## src/core/isb_pkg.sv

```systemverilog
package isb_pkg;

  // ****************************************
  // Register offsets
  // ****************************************
  localparam logic [15:0] ISB_OFS_STATUS = 16'h01C8;
  localparam logic [15:0] ISB_OFS_LIMIT = 16'h01CA;
  localparam logic [15:0] ISB_OFS_RXBUF = 16'h01CC;
  localparam logic [15:0] ISB_OFS_TXBUF = 16'h01CE;
  localparam logic [15:0] ISB_OFS_CTRL = 16'h01D0;
  localparam logic [15:0] ISB_OFS_IRQ_STAT = 16'h01D2;
  localparam logic [15:0] ISB_OFS_IRQ_MASK = 16'h01D4;

  // ****************************************
  // Field positions and reset values
  // ****************************************
  localparam int ISB_BIT_SCL_LOW = 6;
  localparam int ISB_BIT_GC = 5;
  localparam int ISB_BIT_BUSY = 4;
  localparam int ISB_BIT_SWRST = 0;
  localparam int ISB_POS_ASTP = 1;
  localparam logic [15:0] ISB_RST_WORD = 16'h0000;
  localparam logic [7:0] ISB_RST_BYTE = 8'h00;
  localparam logic [1:0] ISB_ASTP_NONE = 2'h0;
  localparam logic [1:0] ISB_ASTP_FLAG = 2'h1;
  localparam logic [1:0] ISB_ASTP_STOP = 2'h2;
  localparam int ISB_BITS_PER_BYTE = 9;

  // Interrupt status bit positions
  localparam int ISB_IRQ_RX = 0;
  localparam int ISB_IRQ_TX = 1;
  localparam int ISB_IRQ_STOP = 2;
  localparam int ISB_IRQ_CNT = 3;
  localparam int ISB_IRQ_W = 4;

  typedef struct packed {
    logic [15:0] addr;
    logic [15:0] wdata;
    logic wr;
    logic rd;
  } isb_bus_s;

  typedef struct packed {
    logic scl;
    logic sda;
  } isb_pins_s;

  // Events from the shift engine, same clock as this block
  typedef struct packed {
    logic rx_done;
    logic [7:0] rx_byte;
    logic tx_load;
    logic gc_match;
    logic scl_hold;
  } isb_eng_s;

endpackage

```

## src/core/isb_core.sv

```systemverilog
// Strobed register access was decided locally.
`timescale 1ns/10ps
module isb_core (
  // Clock and reset
  input wire logic i_clk,
  input wire logic i_sys_rst,
  // Register port
  input wire isb_pkg::isb_bus_s i_bus,
  output logic [15:0] o_rdata,
  // Bus pins and shift engine
  input wire isb_pkg::isb_pins_s i_pins,
  input wire isb_pkg::isb_eng_s i_eng,
  output logic [7:0] o_tx_byte,
  output logic o_tx_full,
  output logic o_auto_stop,
  output logic o_soft_reset_hold,
  output logic [1:0] o_auto_stop_select,
  // Interrupt
  output logic o_irq
);
  import isb_pkg::*;

  typedef struct packed {
    logic [1:0] scl_sync;
    logic [1:0] sda_sync;
    logic scl_q;
    logic sda_q;
    logic bus_busy_flag;
    logic general_call_seen;
    logic [7:0] transfer_byte_count;
    logic [3:0] bit_cnt;
    logic [7:0] byte_count_limit;
    logic [1:0] auto_stop_select;
    logic soft_reset_hold;
    logic [7:0] received_byte;
    logic [7:0] outgoing_byte;
    logic tx_full;
    logic addr_done;
    logic [ISB_IRQ_W-1:0] irq_stat;
    logic [ISB_IRQ_W-1:0] irq_mask;
    logic [15:0] rdata;
  } isb_state_s;

  isb_state_s st;
  isb_state_s next_st;

  function automatic logic hit(input isb_bus_s b, input logic [15:0] ofs);
    hit = b.addr == ofs;
  endfunction

  logic start_det;
  logic stop_det;
  logic scl_rise;
  logic count_hit;
  logic [ISB_IRQ_W-1:0] irq_set;
  logic [ISB_IRQ_W-1:0] irq_clr;

  // ****************************************
  // Line conditions
  // ****************************************
  // Edges come from the second sync stage and its delayed copy only
  assign start_det = st.scl_q && st.scl_sync[1] && st.sda_q && !st.sda_sync[1];
  assign stop_det = st.scl_q && st.scl_sync[1] && !st.sda_q && st.sda_sync[1];
  assign scl_rise = !st.scl_q && st.scl_sync[1];
  // only non-zero selections compare the threshold
  // The address byte never counts, or a threshold of one would fire before any data
  assign count_hit = (st.auto_stop_select != ISB_ASTP_NONE) && (st.bit_cnt == 4'(ISB_BITS_PER_BYTE - 1))
    && scl_rise && st.bus_busy_flag && st.addr_done && !st.soft_reset_hold
    && (8'(st.transfer_byte_count + 8'h01) == st.byte_count_limit);

  always_comb begin
    irq_set = '0;
    irq_clr = '0;
    irq_set[ISB_IRQ_RX] = i_eng.rx_done;
    irq_set[ISB_IRQ_TX] = i_eng.tx_load;
    irq_set[ISB_IRQ_STOP] = stop_det;
    irq_set[ISB_IRQ_CNT] = count_hit;
    if (i_bus.wr && hit(i_bus, ISB_OFS_IRQ_STAT)) begin
      irq_clr = i_bus.wdata[ISB_IRQ_W-1:0];
    end
    if (i_bus.rd && hit(i_bus, ISB_OFS_RXBUF)) begin
      irq_clr[ISB_IRQ_RX] = 1'b1;
    end
    if (i_bus.wr && hit(i_bus, ISB_OFS_TXBUF)) begin
      irq_clr[ISB_IRQ_TX] = 1'b1;
    end
  end

  always_comb begin
    next_st = st;
    next_st.scl_sync = {st.scl_sync[0], i_pins.scl};
    next_st.sda_sync = {st.sda_sync[0], i_pins.sda};
    next_st.scl_q = st.scl_sync[1];
    next_st.sda_q = st.sda_sync[1];
    // ****************************************
    // Bus state and byte counter
    // ****************************************
    if (start_det) begin
      next_st.bus_busy_flag = 1'b1;
    end else if (stop_det) begin
      next_st.bus_busy_flag = 1'b0;
    end
    if (start_det) begin
      next_st.general_call_seen = 1'b0;
    end else if (i_eng.gc_match) begin
      next_st.general_call_seen = 1'b1;
    end
    // Counter runs free of the register port; a read mid-bit may see a stale value
    if (start_det) begin
      next_st.transfer_byte_count = ISB_RST_BYTE;
      next_st.bit_cnt = '0;
    end else if (st.bus_busy_flag && scl_rise) begin
      if (st.bit_cnt == 4'(ISB_BITS_PER_BYTE - 1)) begin
        next_st.bit_cnt = '0;
        next_st.transfer_byte_count = 8'(st.transfer_byte_count + 8'h01);
      end else begin
        next_st.bit_cnt = 4'(st.bit_cnt + 4'h1);
      end
    end
    // Skip the address byte: count only after the first byte of a frame
    if (st.bus_busy_flag && scl_rise && st.bit_cnt == 4'(ISB_BITS_PER_BYTE - 1)
        && st.transfer_byte_count == ISB_RST_BYTE && !st.addr_done) begin
      next_st.transfer_byte_count = st.transfer_byte_count;
      next_st.addr_done = 1'b1;
    end
    // Every START or STOP opens a new address phase
    if (start_det || stop_det) begin
      next_st.addr_done = 1'b0;
    end
    // ****************************************
    // Data buffers
    // ****************************************
    if (i_eng.rx_done) begin
      next_st.received_byte = i_eng.rx_byte;
    end
    if (i_eng.tx_load) begin
      next_st.tx_full = 1'b0;
    end
    if (i_bus.wr && hit(i_bus, ISB_OFS_TXBUF)) begin
      next_st.outgoing_byte = i_bus.wdata[7:0];
      next_st.tx_full = 1'b1;
    end
    // ****************************************
    // Control registers
    // ****************************************
    if (i_bus.wr && hit(i_bus, ISB_OFS_CTRL)) begin
      next_st.soft_reset_hold = i_bus.wdata[ISB_BIT_SWRST];
      if (st.soft_reset_hold) begin
        next_st.auto_stop_select = i_bus.wdata[ISB_POS_ASTP +: 2];
      end
    end
    if (i_bus.wr && hit(i_bus, ISB_OFS_LIMIT) && st.soft_reset_hold) begin
      next_st.byte_count_limit = i_bus.wdata[7:0];
    end
    if (i_bus.wr && hit(i_bus, ISB_OFS_IRQ_MASK)) begin
      next_st.irq_mask = i_bus.wdata[ISB_IRQ_W-1:0];
    end
    // Set wins over a clear in the same cycle
    next_st.irq_stat = (st.irq_stat & ~irq_clr) | irq_set;
    // ****************************************
    // Read data, one cycle after the strobe
    // ****************************************
    next_st.rdata = ISB_RST_WORD;
    if (i_bus.rd) begin
      case (i_bus.addr)
        ISB_OFS_STATUS: begin
          next_st.rdata = {st.transfer_byte_count, 1'b0, i_eng.scl_hold, st.general_call_seen,
            st.bus_busy_flag, 4'h0};
        end
        ISB_OFS_LIMIT: begin
          next_st.rdata = {8'h00, st.byte_count_limit};
        end
        ISB_OFS_RXBUF: begin
          next_st.rdata = {8'h00, st.received_byte};
        end
        ISB_OFS_TXBUF: begin
          next_st.rdata = {8'h00, st.outgoing_byte};
        end
        ISB_OFS_CTRL: begin
          next_st.rdata = {13'h0000, st.auto_stop_select, st.soft_reset_hold};
        end
        ISB_OFS_IRQ_STAT: begin
          next_st.rdata = {12'h000, st.irq_stat};
        end
        ISB_OFS_IRQ_MASK: begin
          next_st.rdata = {12'h000, st.irq_mask};
        end
        default: begin
          next_st.rdata = ISB_RST_WORD;
        end
      endcase
    end
    // Soft reset clears the byte and bit counters, general call and tx_full but keeps configuration; busy still follows START and STOP
    if (st.soft_reset_hold) begin
      next_st.transfer_byte_count = ISB_RST_BYTE;
      next_st.bit_cnt = '0;
      next_st.general_call_seen = 1'b0;
      next_st.tx_full = 1'b0;
    end
  end

  always_ff @(posedge i_clk) begin
    if (i_sys_rst) begin
      st <= '0;
      st.scl_sync <= 2'h3;
      st.sda_sync <= 2'h3;
      st.scl_q <= 1'b1;
      st.sda_q <= 1'b1;
      st.soft_reset_hold <= 1'b1;
    end else begin
      st <= next_st;
    end
  end

  assign o_rdata = st.rdata;
  assign o_tx_byte = st.outgoing_byte;
  assign o_tx_full = st.tx_full;
  assign o_soft_reset_hold = st.soft_reset_hold;
  assign o_auto_stop_select = st.auto_stop_select;
  assign o_auto_stop = count_hit && (st.auto_stop_select == ISB_ASTP_STOP);
  assign o_irq = |(st.irq_stat & st.irq_mask);

  // ****************************************
  // Checks
  // ****************************************
  AST_BUSY_SET: assert property (@(posedge i_clk) disable iff (i_sys_rst)
    start_det |=> st.bus_busy_flag)
    else $error("busy not set after start");
  AST_BUSY_CLR: assert property (@(posedge i_clk) disable iff (i_sys_rst)
    stop_det && !start_det |=> !st.bus_busy_flag)
    else $error("busy not cleared after stop");
  AST_BUSY_HOLD: assert property (@(posedge i_clk) disable iff (i_sys_rst)
    !start_det && !stop_det |=> $stable(st.bus_busy_flag))
    else $error("busy changed without a line condition");
  AST_GC_CLR: assert property (@(posedge i_clk) disable iff (i_sys_rst)
    start_det |=> !st.general_call_seen)
    else $error("general call kept over start");
  AST_GC_SET: assert property (@(posedge i_clk) disable iff (i_sys_rst)
    i_eng.gc_match && !start_det && !st.soft_reset_hold |=> st.general_call_seen)
    else $error("general call not recorded");

  // ****************************************
  // Status word read-back
  // ****************************************
  // Read data belong to the state of the strobe cycle, so compare against the past value
  AST_RD_BUSY: assert property (@(posedge i_clk) disable iff (i_sys_rst)
    i_bus.rd && hit(i_bus, ISB_OFS_STATUS) |=> o_rdata[ISB_BIT_BUSY] == $past(st.bus_busy_flag))
    else $error("busy bit misread");
  AST_RD_SCL_LOW: assert property (@(posedge i_clk) disable iff (i_sys_rst)
    i_bus.rd && hit(i_bus, ISB_OFS_STATUS) |=> o_rdata[ISB_BIT_SCL_LOW] == $past(i_eng.scl_hold))
    else $error("clock low bit misread");
  AST_RD_GC: assert property (@(posedge i_clk) disable iff (i_sys_rst)
    i_bus.rd && hit(i_bus, ISB_OFS_STATUS) |=> o_rdata[ISB_BIT_GC] == $past(st.general_call_seen))
    else $error("general call bit misread");
  AST_RD_CNT: assert property (@(posedge i_clk) disable iff (i_sys_rst)
    i_bus.rd && hit(i_bus, ISB_OFS_STATUS) |=> o_rdata[15:8] == $past(st.transfer_byte_count))
    else $error("byte count misread");
  AST_RD_IDLE: assert property (@(posedge i_clk) disable iff (i_sys_rst)
    !i_bus.rd |=> o_rdata == ISB_RST_WORD)
    else $error("read data outside the answer cycle");

  // ****************************************
  // Byte counter and threshold
  // ****************************************
  AST_CNT_ZERO: assert property (@(posedge i_clk) disable iff (i_sys_rst)
    start_det |=> st.transfer_byte_count == 8'h00)
    else $error("count not restarted");
  AST_CNT_STEP: assert property (@(posedge i_clk) disable iff (i_sys_rst)
    !start_det && !st.soft_reset_hold && st.bus_busy_flag && scl_rise && st.addr_done
    && st.bit_cnt == 4'(ISB_BITS_PER_BYTE - 1) |=> st.transfer_byte_count == 8'($past(st.transfer_byte_count) + 8'h01))
    else $error("count missed a data byte");
  AST_CNT_ADDR: assert property (@(posedge i_clk) disable iff (i_sys_rst)
    !start_det && !st.soft_reset_hold && st.bus_busy_flag && scl_rise && !st.addr_done
    && st.bit_cnt == 4'(ISB_BITS_PER_BYTE - 1) |=> st.transfer_byte_count == 8'h00 && st.addr_done)
    else $error("address byte counted");
  AST_LIMIT_LOCK: assert property (@(posedge i_clk) disable iff (i_sys_rst)
    !st.soft_reset_hold |=> $stable(st.byte_count_limit))
    else $error("limit changed out of reset");
  AST_LIMIT_WR: assert property (@(posedge i_clk) disable iff (i_sys_rst)
    i_bus.wr && hit(i_bus, ISB_OFS_LIMIT) && st.soft_reset_hold |=> st.byte_count_limit == $past(i_bus.wdata[7:0]))
    else $error("limit write lost in reset");
  AST_HIT_LIMIT: assert property (@(posedge i_clk) disable iff (i_sys_rst)
    count_hit |-> 8'(st.transfer_byte_count + 8'h01) == st.byte_count_limit)
    else $error("count flag off the threshold");
  AST_NO_CNT_NONE: assert property (@(posedge i_clk) disable iff (i_sys_rst)
    st.auto_stop_select == ISB_ASTP_NONE |-> !count_hit)
    else $error("count flag with selection 00");
  AST_CNT_FLAG: assert property (@(posedge i_clk) disable iff (i_sys_rst)
    count_hit |=> st.irq_stat[ISB_IRQ_CNT])
    else $error("count flag not raised");
  AST_STOP_ONLY_10: assert property (@(posedge i_clk) disable iff (i_sys_rst)
    o_auto_stop |-> st.auto_stop_select == ISB_ASTP_STOP && count_hit)
    else $error("stray auto stop");
  AST_STOP_AT_HIT: assert property (@(posedge i_clk) disable iff (i_sys_rst)
    count_hit && st.auto_stop_select == ISB_ASTP_STOP |-> o_auto_stop)
    else $error("auto stop missing at threshold");
  AST_FLAG_NO_STOP: assert property (@(posedge i_clk) disable iff (i_sys_rst)
    st.auto_stop_select == ISB_ASTP_FLAG |-> !o_auto_stop)
    else $error("auto stop with flag-only selection");

  // ****************************************
  // Data buffers
  // ****************************************
  AST_RX_CLR: assert property (@(posedge i_clk) disable iff (i_sys_rst)
    i_bus.rd && hit(i_bus, ISB_OFS_RXBUF) && !i_eng.rx_done |=> !st.irq_stat[ISB_IRQ_RX])
    else $error("rx flag not cleared by read");
  AST_RX_IRQ: assert property (@(posedge i_clk) disable iff (i_sys_rst)
    i_eng.rx_done |=> st.irq_stat[ISB_IRQ_RX])
    else $error("rx flag not set");
  AST_TX_CLR: assert property (@(posedge i_clk) disable iff (i_sys_rst)
    i_bus.wr && hit(i_bus, ISB_OFS_TXBUF) && !i_eng.tx_load |=> !st.irq_stat[ISB_IRQ_TX])
    else $error("tx flag not cleared by write");
  AST_RX_DATA: assert property (@(posedge i_clk) disable iff (i_sys_rst)
    i_eng.rx_done |=> st.received_byte == $past(i_eng.rx_byte))
    else $error("rx byte lost");
  AST_RX_READ: assert property (@(posedge i_clk) disable iff (i_sys_rst)
    i_bus.rd && hit(i_bus, ISB_OFS_RXBUF) |=> o_rdata == {8'h00, $past(st.received_byte)})
    else $error("rx buffer misread");
  AST_TX_HOLD: assert property (@(posedge i_clk) disable iff (i_sys_rst)
    st.tx_full && !i_eng.tx_load && !i_bus.wr |=> $stable(st.outgoing_byte))
    else $error("tx byte moved");
  AST_TX_FULL: assert property (@(posedge i_clk) disable iff (i_sys_rst)
    i_bus.wr && hit(i_bus, ISB_OFS_TXBUF) && !st.soft_reset_hold |=> st.tx_full
    && st.outgoing_byte == $past(i_bus.wdata[7:0]))
    else $error("tx byte not taken");
  AST_TX_LOAD: assert property (@(posedge i_clk) disable iff (i_sys_rst)
    i_eng.tx_load && !(i_bus.wr && hit(i_bus, ISB_OFS_TXBUF)) |=> !st.tx_full)
    else $error("tx buffer still full after load");
  COV_FRAME: cover property (@(posedge i_clk) start_det ##[1:1000] stop_det);
  COV_COUNT: cover property (@(posedge i_clk) count_hit);
  COV_FLAG: cover property (@(posedge i_clk) count_hit && st.auto_stop_select == ISB_ASTP_FLAG);
  COV_AUTOSTOP: cover property (@(posedge i_clk) o_auto_stop);
  COV_IRQ: cover property (@(posedge i_clk) o_irq);

endmodule

```

## config.mk

```make
export PLATFORM = sky130hd
export DESIGN_NAME = isb_core
export DESIGN_NICKNAME = d
export VERILOG_FILES = /design/src/core/isb_pkg.sv /design/src/core/isb_core.sv
export SDC_FILE = /design/constraint.sdc
export NUM_CORES = 1
export LEC_CHECK = 0
export BUFFER_PORTS_ARGS = -buffer_cell sky130_fd_sc_hd__buf_2
export CAP_MARGIN = 20
export CELL_PAD_IN_SITES_DETAIL_PLACEMENT = 1
export CELL_PAD_IN_SITES_GLOBAL_PLACEMENT = 2
export CORE_MARGIN = 5
export CORE_UTILIZATION = 32
export DETAILED_ROUTE_END_ITERATION = 16
export PLACE_DENSITY = 0.78
export SLEW_MARGIN = 15
export SYNTH_ARGS = -nofsm -noshare
export SYNTH_HDL_FRONTEND = slang
export SYNTH_SLANG_ARGS = --single-unit
```

## constraint.sdc

```tcl
create_clock -name i_clk -period 2.5 [get_ports i_clk]
set_clock_uncertainty 0.2 [all_clocks]
set_input_delay 0 -clock i_clk [delete_from_list [all_inputs] [get_ports i_clk]]
set_output_delay 0 -clock i_clk [all_outputs]
set_load 0.02 [all_outputs]
```

**Word-level counts from Yosys, hierarchy flattened**

Cells that the tools add are included.

- Logic and storage cells: 91
- Register bits after elaboration: 73

- Eq/ne operators: 10
- Bitwise operators: 6
- Multiplexer cells: 12
- Reduce and logical (&&, ||, !) cells: 43
- Add/subtract/negate cells: 2

Operators with widths:

| cell | count |
|---|---|
| $eq A16 B9 Y1 const B | 7 |
| $pmux W16 S7 | 1 |
| $logic_and A1 B1 Y1 | 24 |
| $mux W12 | 2 |
| $reduce_bool A2 Y1 | 5 |
| $add A8 B1 Y8 const B | 1 |
| $and A4 B4 Y4 | 2 |
| $eq A8 B8 Y1 | 1 |
| $logic_not A8 Y1 | 1 |
| $mux W4 | 2 |
| $mux W8 | 1 |
| $mux W1 | 6 |
| $reduce_or A2 Y1 | 3 |
| $logic_not A1 Y1 | 5 |
| $add A4 B1 Y4 const B | 1 |
| $eq A4 B4 Y1 const B | 1 |
| $not A4 Y4 | 1 |
| $or A4 B4 Y4 | 1 |
| $reduce_or A4 Y1 | 1 |
| $reduce_and A3 Y1 | 1 |
| $reduce_or A3 Y1 | 1 |
| $eq A2 B2 Y1 const B | 1 |
| $not A1 Y1 | 2 |
| $reduce_and A2 Y1 | 1 |
| $logic_or A1 B1 Y1 | 1 |

**Logic depth before layout (Yosys ltp)**

Gate-level depths: netlist of the first run.

- Depth in word-level cells: 8
- Depth in mapped cells: 7

**Least setup slack after synthesis of the first run**

Ideal clock, no wire load.

- Path type: flip-flop to output port
- Start: reg st[57] (netlist name)
- End: out o_auto_stop
- Arrival time: 2.153 ns
- Buffers on the path: 0
- Setup slack: 0.147 ns
- Cell stages (with the launch flop): 7
- Cells stage by stage: dfxtp_1 -> ha_1 -> nand3_1 -> or3_1 -> a221oi_1 -> o2111ai_1 -> nor3b_1

- Cells in the longest elaborated chain, start to end: 4

RTL lines:

| element | RTL line | RTL |
|---|---|---|
| from (decl) | isb_core.sv:44 | `isb_state_s st;` |
| from (signal assigned) | isb_core.sv:211 | `st <= next_st;` |
| $add A8 B1 Y8 | isb_core.sv:69 | `&& (8'(st.transfer_byte_count + 8'h01) == st.byte_count_limit);` |
| $eq A8 B8 Y1 | isb_core.sv:69 |  |
| $logic_and A1 B1 Y1 | isb_core.sv:69 |  |
| $logic_and A1 B1 Y1 | isb_core.sv:220 | `assign o_auto_stop = count_hit && (st.auto_stop_select == ISB_ASTP_STOP);` |
| to (decl) | isb_core.sv:15 | `output logic o_auto_stop,` |

No other way between the ends.

**Worst setup path after layout of the first run**

- Start: reg st[58] (netlist name)
- End: out o_auto_stop

Same word-level chain as after synthesis.

==> results.py, run 1 <==
metrics = {
    "run_status": {
        "status": "complete, but fails checks",
        "violations": "hold timing",
    },
    "drt": {
        "vias_per_cell": 5.04,
        "first_pass_iters": 4,
        "drt_first_iter_violations": 164,
        "drt_wl_total_mm": 10.8,
        "vias": 3151,
        "wl_per_cell_um": 17.3,
        "drcViolationCount": 0,
        "ant_nets": 0,
    },
    "critical_path": {
        "path_buf_inv": 1,
        "cp.arrival_ns": 2.25,
        "cp.required_ns": 2.30,
        "critical_path_class": "flip-flop to output port",
        "crit_chain": "ha_4 -> nand3_1 -> or3_4 -> a221oi_2 -> o2111ai_2 -> nor3b_2 -> buf_4",
        "max_stage_delay_ns": 0.39,
        "path_max_fanout": 6,
        "critical_path.slowest_cell": "dfxtp_4",
        "crit_path_end_kind": "output port",
        "critPathTopFamily": "simple AND/OR/NAND/NOR gates",
        "cp-start-kind": "flip-flop",
    },
    "timing": {
        "setup_viol": 0,
        "timing_worst_slew_pin_value_ns": 0.576,
        "finalWorstSetupSlack_ns": 0.0476,
        "drv_slew": 0,
        "hold_violations": 1,
        "max_freq_mhz": 408,
        "min_period_ns": 2.45,
        "timing.hold.ws_ns": -0.00364,
        "rsz0062_at_grt": "true",
        "finalCritPeriodShare_pct": 98.1,
        "relSlewSlack_pct": 61.5,
    },
    "place": {
        "portBuffers": 71,
        "pre_cts_ws_ns": 0.178,
        "dpl-instance-area_um2": 3840,
        "gp_congestion": 0.835,
        "hpwl_mm": 7.83,
    },
    "worst_hold_path": {
        "min_path_type": "input port to flip-flop",
    },
    "synth": {
        "synth-seq-area-share_pct": 41.5,
        "syn_area_um2": 3520,
        "ys_seq_elements": 73,
        "netlist_instances": 390,
        "async_flop_share_pct": 0,
        "synth-warning-count": 0,
        "syn_avg_cell_area_um2": 9.03,
        "synth.distinct_cells": 54,
        "syn_nets": 444,
        "ys.flop_type": "dfxtp_1",
        "synth_edf_count": 0,
    },
    "floorplanning": {
        "core_area_um2": 10800,
        "die_h_um": 115,
        "rows": 38,
        "fp.dieW_um": 115,
        "dieArea_um2": 13200,
        "io_pins": 80,
        "start_util_pct": 32.6,
    },
    "grt": {
        "grt_pass1_vias": 3310,
        "antenna_found_initial": 0,
        "grt_remaining_overflow": 0,
        "grt_usage_pct": 16.8,
        "grt_max_degree": 46,
        "grt_pass1_wl_mm": 17.3,
    },
    "flow_run": {
        "drv_cap": 0,
    },
    "cts": {
        "clk_latency_ns": 0.36,
        "htreeDepth": 3,
        "cts.sinks": 73,
        "cts_root_buffer": "clkbuf_8",
        "numCtsBuffers": 9,
        "cts_tree": "done",
        "path_clk_slew_ns": 0.07,
        "clock_path_buffers": 2,
    },
    "cells_and_area": {
        "final_area_um2": 4600,
        "syn_to_final_growth_pct": 30.6,
        "diodes": 0,
        "drive_above_1_share_pct": 27.4,
        "nets": 534,
    },
    "power_and_ir_drop": {
        "leakage_nw": 1.81,
        "ir_worst_vdd_mv": 0.251,
        "power.total_mw": 2.49,
        "p_per_area_nw_per_um2": 541,
    },
}
==> sequential cells by signal (all words and copies together), names as in the netlist <==
name and count:
o_auto_stop_select 2, o_tx_byte 8, st 41, o_rdata 16
o_soft_reset_hold 1, next_st 4, o_tx_full 1
==> layout by cell type (no fill, tap or decap), drive strengths merged, types with 4 or more instances in the layout <==
cell type | netlist | layout
ha | 4 | 4
and4 | 4 | 4
xnor2 | 7 | 7
nor4 | 6 | 6
inv | 6 | 6
or2 | 7 | 7
xor2 | 4 | 4
nor2 | 52 | 52
mux2i | 30 | 30
o21ai | 8 | 8
and2 | 11 | 11
a21oi | 18 | 18
nand4 | 4 | 4
nand3 | 13 | 13
or3 | 4 | 4
buf | 31 | 81
nand4b | 5 | 5
a22oi | 13 | 13
nand2 | 29 | 29
dlygate4sd3 | 0 | 41
a2bb2oi | 4 | 4
clkbuf | 12 | 11
nor3 | 9 | 9
dfxtp | 73 | 73
==> metrics by stage <==
stage	TNS [ns]	std cells	utilization, %
2_1_floorplan	0	390	-
3_3_place_gp	0	565	35.6
3_5_place_dp	0	565	35.6
4_1_cts	0	622	42.1
5_1_grt	-0.0993	625	42.6
6_report	0	625	42.6
==> final cells by class <==
type / count / area, um^2
repair buffers: 122 / 847
well taps: 140 / 175
clock buffers: 11 / 141
flip-flops and latches: 73 / 1470
multi-input cells: 268 / 1840
fillers: 1254 / 6190
clock inverters: 5 / 103
inverters: 6 / 22.5
==> worst reg2reg max path: cells and delay by family, from the launching register on <==
kind / cells / cell delay, ns
AOI/OAI and AO/OA: 2 / 0.53
DFF: 1 / 0.38
and+or+nand+nor: 3 / 0.94
==> final timing paths <==
check              start           end  slack (ns)  depth (start not counted)
max               st[58]   o_auto_stop        0.05                          7
min            i_bus[27]  o_tx_byte[7]      -0.004                          5
max reg2reg       st[59]        st[58]        0.34                          5
min reg2reg  next_st[72]   next_st[68]        0.21                          1
==> cells in the mapped netlist (all sizes together), types with 2 or more instances <==
cell type / number / area (um^2)
nor4: 6 / 52.6
or2: 7 / 43.8
xnor2: 7 / 61.3
nand2: 29 / 111
nor2b: 2 / 12.5
nand4b: 5 / 43.8
inv: 6 / 22.5
o21ai: 8 / 40.0
mux2i: 30 / 300
buf: 31 / 219
and2: 11 / 68.8
a22o: 2 / 17.5
a221oi: 2 / 17.5
o221a: 3 / 33.8
and4: 4 / 35.0
a22oi: 13 / 97.6
nand3: 13 / 65.1
xor2: 4 / 35.0
ha: 4 / 50.1
a21oi: 18 / 90.1
clkbuf: 12 / 45.0
nor2: 52 / 195
a2bb2oi: 4 / 35.0
a31oi: 3 / 18.8
nor3: 9 / 67.6
nand2b: 3 / 18.8
dfxtp: 73 / 1460
or3: 4 / 25.0
nand4: 4 / 40.0
and4b: 2 / 20.0
mux2: 2 / 22.5
nor3b: 2 / 20.0
nand3b: 3 / 22.5
==> cells by family after synthesis <==
logic type               count (synthesis)  share of synthesized area [%]
AO/OA/AOI/OAI                           61                           12.1
adder cells (fa/ha/maj)                  4                           1.42
multiplexers                            32                           9.17
AND/OR/NAND/NOR                        160                           24.9
flip-flops                              73                           41.5
buffers and inverters                   49                           8.14
XOR/XNOR                                11                           2.74
==> what timing repair did <==
| item | CTS | global route |
|---|---|---|
| setup buffers | 0 | 3 |
| hold buffers | 41 | 0 |
| resized for setup | 12 | 13 |
| hold endpoints to repair | 46 | 0 |
| setup endpoints to repair | 1 | 2 |
| cloned | 0 | 0 |
| pin swaps | 3 | 6 |
==> routing by layer <==
metal  track usage, %  up-vias  part of all wire, %
met5                0        -                    0
met4             6.03        0                  1.7
met3             3.89       16                  5.9
met2             27.2       80                   47
met1             21.8     1520                   45
li1                 -     1535                    -
==> where the power goes <==
| part | internal (mW) | total (mW) | leakage, nW | switching, mW |
|---|---|---|---|---|
| clock network | 0.689 | 1.14 | 0.120 | 0.449 |
| registers | 1.17 | 1.19 | 0.595 | 0.0106 |
| logic | 0.0918 | 0.164 | 1.10 | 0.0723 |
(Power assumes the default switching activity.)
==> inputs of run 2 (changes only) <==
--- a/config.mk
+++ b/config.mk
@@ -10,9 +10,10 @@
 export CELL_PAD_IN_SITES_DETAIL_PLACEMENT = 1
 export CELL_PAD_IN_SITES_GLOBAL_PLACEMENT = 2
 export CORE_MARGIN = 5
-export CORE_UTILIZATION = 32
+export CORE_UTILIZATION = 29
 export DETAILED_ROUTE_END_ITERATION = 16
-export PLACE_DENSITY = 0.78
+export HOLD_SLACK_MARGIN = 0.03
+export PLACE_DENSITY = 0.75
 export SLEW_MARGIN = 15
 export SYNTH_ARGS = -nofsm -noshare
 export SYNTH_HDL_FRONTEND = slang
==> constraint.sdc (replaced) <==
create_clock -name i_clk -period 2.1 [get_ports i_clk]
set_clock_uncertainty 0.2 [all_clocks]
set_input_delay 0 -clock i_clk [delete_from_list [all_inputs] [get_ports i_clk]]
set_output_delay 0 -clock i_clk [all_outputs]
set_load 0.02 [all_outputs]
==> run 2 against run 1 <==
Net effect:
- combinational power rose by 24%
- first-iteration DRC count decreased by 2.4%
- sequential share of layout area fell by 2.0 points
- final cell count is 4.8% higher
- final area up 6.4%
- core utilization is 1.7 points lower
- the run ends with setup timing left
- count of clock-buffer cells in the layout fell by 2
- wire length up 3.7%
- clock power grew 55%
- non-clock buffer count increased by 23
- sequential power rose by 18%
- highest routed layer unchanged
- via count rose by 4.6%
==> results.py, run 2 (synthesis gave the netlist of run 1 again) <==
metrics = {
    "run_status": {
        "status": "complete, but fails checks",
        "violations": "setup timing",
    },
    "critical_path": {
        "crit_chain": "buf_6 -> nand4_1 -> or3_4 -> a221oi_4 -> o2111ai_4 -> nor3b_2 -> buf_4",
        "cp-start-kind": "flip-flop",
        "cp.required_ns": 1.90,
        "rr_startpoint": "st[53]",
        "reg2regPathDepth": 8,
        "ff2ff_setup_slack_ns": 0.14,
        "crit_path_end_kind": "output port",
        "critical_path.slowest_cell": "or3_4",
        "path_max_fanout": 4,
        "critical_path_class": "flip-flop to output port",
        "max_stage_delay_ns": 0.42,
        "worstReg2RegEnd": "st[64]",
        "cp.arrival_ns": 2.20,
    },
    "cts": {
        "htreeDepth": 3,
        "path_clk_slew_ns": 0.06,
        "cts.sinks": 73,
        "numCtsBuffers": 9,
        "cts_tree": "done",
        "cts_root_buffer": "clkbuf_16",
        "clk_latency_ns": 0.33,
        "clock_path_buffers": 2,
    },
    "floorplanning": {
        "die_h_um": 120,
        "core_area_um2": 12000,
        "start_util_pct": 29.4,
        "io_pins": 80,
        "dieArea_um2": 14400,
        "rows": 40,
        "fp.dieW_um": 120,
    },
    "worst_hold_path": {
        "min_path_cells": 4,
        "min_path_type": "input port to flip-flop",
        "min_to": "o_rdata[8]",
        "worstHoldStart": "i_bus[31]",
    },
    "power_and_ir_drop": {
        "leakage_nw": 1.99,
        "ir_worst_vdd_mv": 0.413,
        "p_int_mw": 2.68,
        "swShare_pct": 20.9,
        "pwr-share-comb_pct": 6.0,
        "seqPwrFrac_pct": 41.7,
        "clock_power_share_pct": 52.2,
        "power.switching_uw": 707,
        "p_per_area_nw_per_um2": 692,
    },
    "cells_and_area": {
        "regMostFlops": "st",
        "fill_cells": 1379,
        "largest_register_ffs": 41,
        "diodes": 0,
        "multi_input_area_um2": 1860,
        "seq_area_um2": 1470,
        "syn_to_final_growth_pct": 38.9,
        "final_util_pct": 40.9,
        "nets": 557,
        "final_cell_mix": "buf_2 (70), dfxtp_1 (70), nor2_1 (52)",
        "drive_above_1_share_pct": 30.9,
    },
    "grt": {
        "grt_pass1_vias": 3487,
        "grt_usage_pct": 15.8,
        "antenna_found_initial": 0,
        "grt_max_degree": 46,
        "grt_remaining_overflow": 0,
        "grt_pass1_wl_mm": 18.2,
    },
    "drt": {
        "vias_per_cell": 5.03,
        "top_layer": "met4",
        "drt_wl_total_mm": 11.2,
        "ant_nets": 0,
        "wl_met2_mm": 5.13,
        "wl_per_cell_um": 17.1,
        "met3_length_um": 536,
        "vias": 3296,
        "drt_first_iter_violations": 160,
        "first_pass_iters": 4,
        "drcViolationCount": 0,
        "wl_met1_mm": 5.23,
    },
    "place": {
        "hpwl_mm": 8.31,
        "gp_congestion": 0.793,
        "portBuffers": 71,
    },
    "timing": {
        "timing.hold.ws_ns": 0.0267,
        "timing_worst_slew_pin_value_ns": 0.541,
        "relSlewSlack_pct": 63.8,
        "rsz0062_at_grt": "true",
        "finalWorstSetupSlack_ns": -0.304,
        "max_freq_mhz": 416,
        "min_period_ns": 2.40,
        "hold_violations": 0,
        "setup_viol": 1,
        "drv_slew": 0,
        "finalCritPeriodShare_pct": 114,
    },
    "flow_run": {
        "drv_cap": 0,
    },
}
[run 2: cell count changes in the layout (fill, tap and decap cells not counted), sizes merged]
cell and delta:
buf +27, dlygate4sd3 -4, clkbuf -2, clkinv +2, clkinvlp -1, inv +1
[run 2: through the flow]
step / instance area (um^2) / setup TNS [ns] / total power, mW / worst slack [ns] / instances
final: 4890 / -0.304 / 3.38 / -0.304 / 655
after detailed placement: 4080 / -0.0809 / 1.59 / -0.0809 / 601
after floorplan: 3530 / 0 / 1.51 / 0.0143 / 390
after global routing: 4890 / -0.421 / 3.49 / -0.421 / 655
after CTS: 4830 / -0.327 / 3.43 / -0.327 / 654
after global placement: 4080 / -0.0263 / 1.58 / -0.0263 / 601
[run 2: how the worst max path moves through the flow]
stage / from / to / slack [ns] / cells past startpoint
final: st[57] / o_auto_stop / -0.30 / 7
after global routing: st[58] / o_auto_stop / -0.42 / 8
after CTS: st[57] / o_auto_stop / -0.33 / 7
after detailed placement: st[58] / o_auto_stop / -0.08 / 8
after global placement: st[57] / o_auto_stop / -0.03 / 8
after floorplan: st[58] / o_auto_stop / 0.01 / 6
[run 2: area by class of cell]
class                   count  area share (%)
inverters                   6           0.460
flip-flops and latches     73            30.1
multi-input cells         268            38.1
repair buffers            145            20.6
clock buffers               9            4.60
clock inverters             7            2.40
well taps                 147            3.76
[run 2: power groups by stage]
stage | Sequential, mW | Combinational, mW | Clock [mW]
final | 1.41 | 0.204 | 1.77
after global routing | 1.41 | 0.224 | 1.86
after CTS | 1.41 | 0.204 | 1.81
after detailed placement | 1.44 | 0.143 | 0
after global placement | 1.44 | 0.139 | 0
after floorplan | 1.44 | 0.0653 | 0
[run 2: layer usage]
metal | vias up | track usage (%)
li1 | 1582 | -
met1 | 1603 | 21.0
met2 | 86 | 25.2
met3 | 25 | 3.46
met4 | 0 | 5.94
met5 | - | 0
[run 2: what timing repair did]
item                                   in CTS  in global routing
gates resized for setup                     7                 12
setup endpoints to repair                   1                  8
setup buffers                               0                  1
pin swaps                                   4                  6
hold buffers                               37                  0
endpoints found under the hold margin      46                  0
[run 2: worst max-delay path: cells and delay by family (launching register included)]
family	cells	cell delay (ns)
buf+inv	2	0.27
flops	1	0.37
compound gates	2	0.50
simple gates	3	0.73
==> inputs of run 3 (changes only) <==
--- a/config.mk
+++ b/config.mk
@@ -10,10 +10,10 @@
 export CELL_PAD_IN_SITES_DETAIL_PLACEMENT = 1
 export CELL_PAD_IN_SITES_GLOBAL_PLACEMENT = 2
 export CORE_MARGIN = 5
-export CORE_UTILIZATION = 29
+export CORE_UTILIZATION = 35
 export DETAILED_ROUTE_END_ITERATION = 16
 export HOLD_SLACK_MARGIN = 0.03
-export PLACE_DENSITY = 0.75
+export PLACE_DENSITY = 0.84
 export SLEW_MARGIN = 15
 export SYNTH_ARGS = -nofsm -noshare
 export SYNTH_HDL_FRONTEND = slang
==> constraint.sdc (replaced) <==
create_clock -name i_clk -period 3.1 [get_ports i_clk]
set_clock_uncertainty 0.2 [all_clocks]
set_input_delay 0.465 -clock i_clk [delete_from_list [all_inputs] [get_ports i_clk]]
set_output_delay 0.465 -clock i_clk [all_outputs]
set_load 0.02 [all_outputs]
==> run 3 against run 2 <==
Net effect:
- the flow now finishes without violations
- critical path depth is 1 higher
- core utilization is 0.88 points higher
- via count down 9.3%
- first-iteration DRC count down 10%
- final area shrank 17%
- die area shrank 16%
- largest power group is now sequential cells
- global-route usage rose by 1.2 points
- total power shrank 44%
- highest routed layer unchanged
- count of clock-buffer cells in the layout is the same
==> results.py, run 3 (synthesis gave the netlist of run 1 again) <==
metrics = {
    "critical_path": {
        "crit_chain": "inv_1 -> ha_1 -> xor2_1 -> nor4b_2 -> and4_1 -> o2111ai_2 -> nor3b_2 -> buf_4",
        "crit_path_end_kind": "output port",
        "cp.arrival_ns": 2.36,
        "path_buf_inv": 2,
        "critical_path_class": "flip-flop to output port",
        "cp.required_ns": 2.43,
        "max_stage_delay_ns": 0.39,
        "critical_path.slowest_cell": "dfxtp_4",
        "path_max_fanout": 7,
        "cp-start-kind": "flip-flop",
        "critPathTopFamily": "simple AND/OR/NAND/NOR gates",
    },
    "cts": {
        "htreeDepth": 3,
        "cts.sinks": 73,
        "path_clk_slew_ns": 0.08,
        "ctsHoldBuffers": 0,
        "numCtsBuffers": 9,
        "cts_root_buffer": "clkbuf_8",
        "clk_latency_ns": 0.35,
        "clock_path_buffers": 2,
        "cts_tree": "done",
        "post-cts-setup-buffers": 0,
    },
    "timing": {
        "setup_viol": 0,
        "min_period_ns": 3.03,
        "drv_slew": 0,
        "timing_worst_slew_pin_value_ns": 0.587,
        "finalCritPeriodShare_pct": 97.6,
        "relSlewSlack_pct": 60.7,
        "rsz0062_at_grt": "false",
        "finalWorstSetupSlack_ns": 0.0740,
        "tns_ns": 0,
        "timing.hold.ws_ns": 0.0944,
        "max_freq_mhz": 330,
        "hold_violations": 0,
    },
    "drt": {
        "top_layer": "met4",
        "vias_per_cell": 5.21,
        "ant_nets": 0,
        "wl_met2_mm": 4.77,
        "first_pass_iters": 4,
        "met3_length_um": 405,
        "drt_wl_total_mm": 9.91,
        "wl_per_cell_um": 17.3,
        "wl_met1_mm": 4.64,
        "vias": 2988,
        "drcViolationCount": 0,
        "drt_first_iter_violations": 144,
    },
    "cells_and_area": {
        "diodes": 0,
        "syn_to_final_growth_pct": 16.0,
        "fin_cells": 573,
        "final_cell_mix": "buf_2 (70), dfxtp_1 (69), nor2_1 (52)",
        "nets": 489,
        "final_util_pct": 41.8,
        "regMostFlops": "st",
        "largest_register_ffs": 41,
        "final_area_um2": 4080,
        "drive_above_1_share_pct": 27.5,
        "final_common_cell": "buf_2",
    },
    "floorplanning": {
        "die_h_um": 110,
        "dieArea_um2": 12200,
        "start_util_pct": 36.0,
        "rows": 36,
        "core_area_um2": 9770,
        "io_pins": 80,
        "fp.dieW_um": 110,
    },
    "grt": {
        "grt_pass1_vias": 3133,
        "grt_max_degree": 46,
        "grt_pass1_wl_mm": 16.0,
        "grt_remaining_overflow": 0,
        "grt_usage_pct": 17.0,
        "antenna_found_initial": 0,
    },
    "worst_hold_path": {
        "min_path_type": "input port to flip-flop",
    },
    "place": {
        "dpl-instance-area_um2": 3820,
        "gp_congestion": 0.809,
        "pre_cts_ws_ns": 0.193,
        "dp_cells": 557,
        "portBuffers": 71,
        "hpwl_mm": 7.58,
    },
    "flow_run": {
        "drv_cap": 0,
    },
    "power_and_ir_drop": {
        "leakage_nw": 1.60,
        "power.total_mw": 1.89,
        "p_per_area_nw_per_um2": 462,
        "ir_worst_vdd_mv": 0.251,
    },
    "run_status": {
        "status": "complete, no violations",
    },
}
-- run 3: cell types whose count changed in the layout (fill, tap and decap cells not counted), moves of 2 or more --
| cell | delta |
|---|---|
| dlygate4sd3_1 | -37 |
| buf_4 | -30 |
| clkbuf_16 | -9 |
| clkbuf_8 | +9 |
| clkinvlp_4 | +3 |
| clkinv_2 | -2 |
| dfxtp_2 | +2 |
| ha_4 | -2 |
| or3_1 | +2 |
| or3_4 | -2 |
-- run 3: cell type report --
| class | instances | area (um^2) |
|---|---|---|
| clock inverters | 7 | 100 |
| fillers | 1191 | 5690 |
| flip-flops and latches | 73 | 1470 |
| multi-input cells | 268 | 1800 |
| repair buffers | 77 | 403 |
| well taps | 133 | 166 |
| inverters | 6 | 22.5 |
| clock buffers | 9 | 124 |
-- run 3: what timing repair did --
action / CTS / global route
pin swaps: 3 / 1
hold endpoints to repair: 0 / 0
endpoints found under the setup margin: 1 / 1
gates resized for setup: 6 / 6
-- run 3: power breakdown --
group	leakage (nW)	internal (mW)	switching, mW
Combinational	0.907	0.0390	0.0496
Clock	0.102	0.458	0.385
Sequential	0.594	0.948	0.00857
-- run 3: final timing paths --
check | to | from | cells after the start | slack (ns)
setup / recovery | o_auto_stop | st[57] | 8 | 0.07
hold / removal | next_st[70] | i_pins[0] | 2 | 0.09
setup reg to reg | st[62] | st[59] | 5 | 0.88
hold reg to reg | next_st[68] | next_st[72] | 1 | 0.22
-- run 3: per-layer routing --
metal  GRT usage, %  vias up
li1               -     1447
met1           22.7     1470
met2           28.2       63
met3           2.50        8
met4           5.36        0
met5              0        -
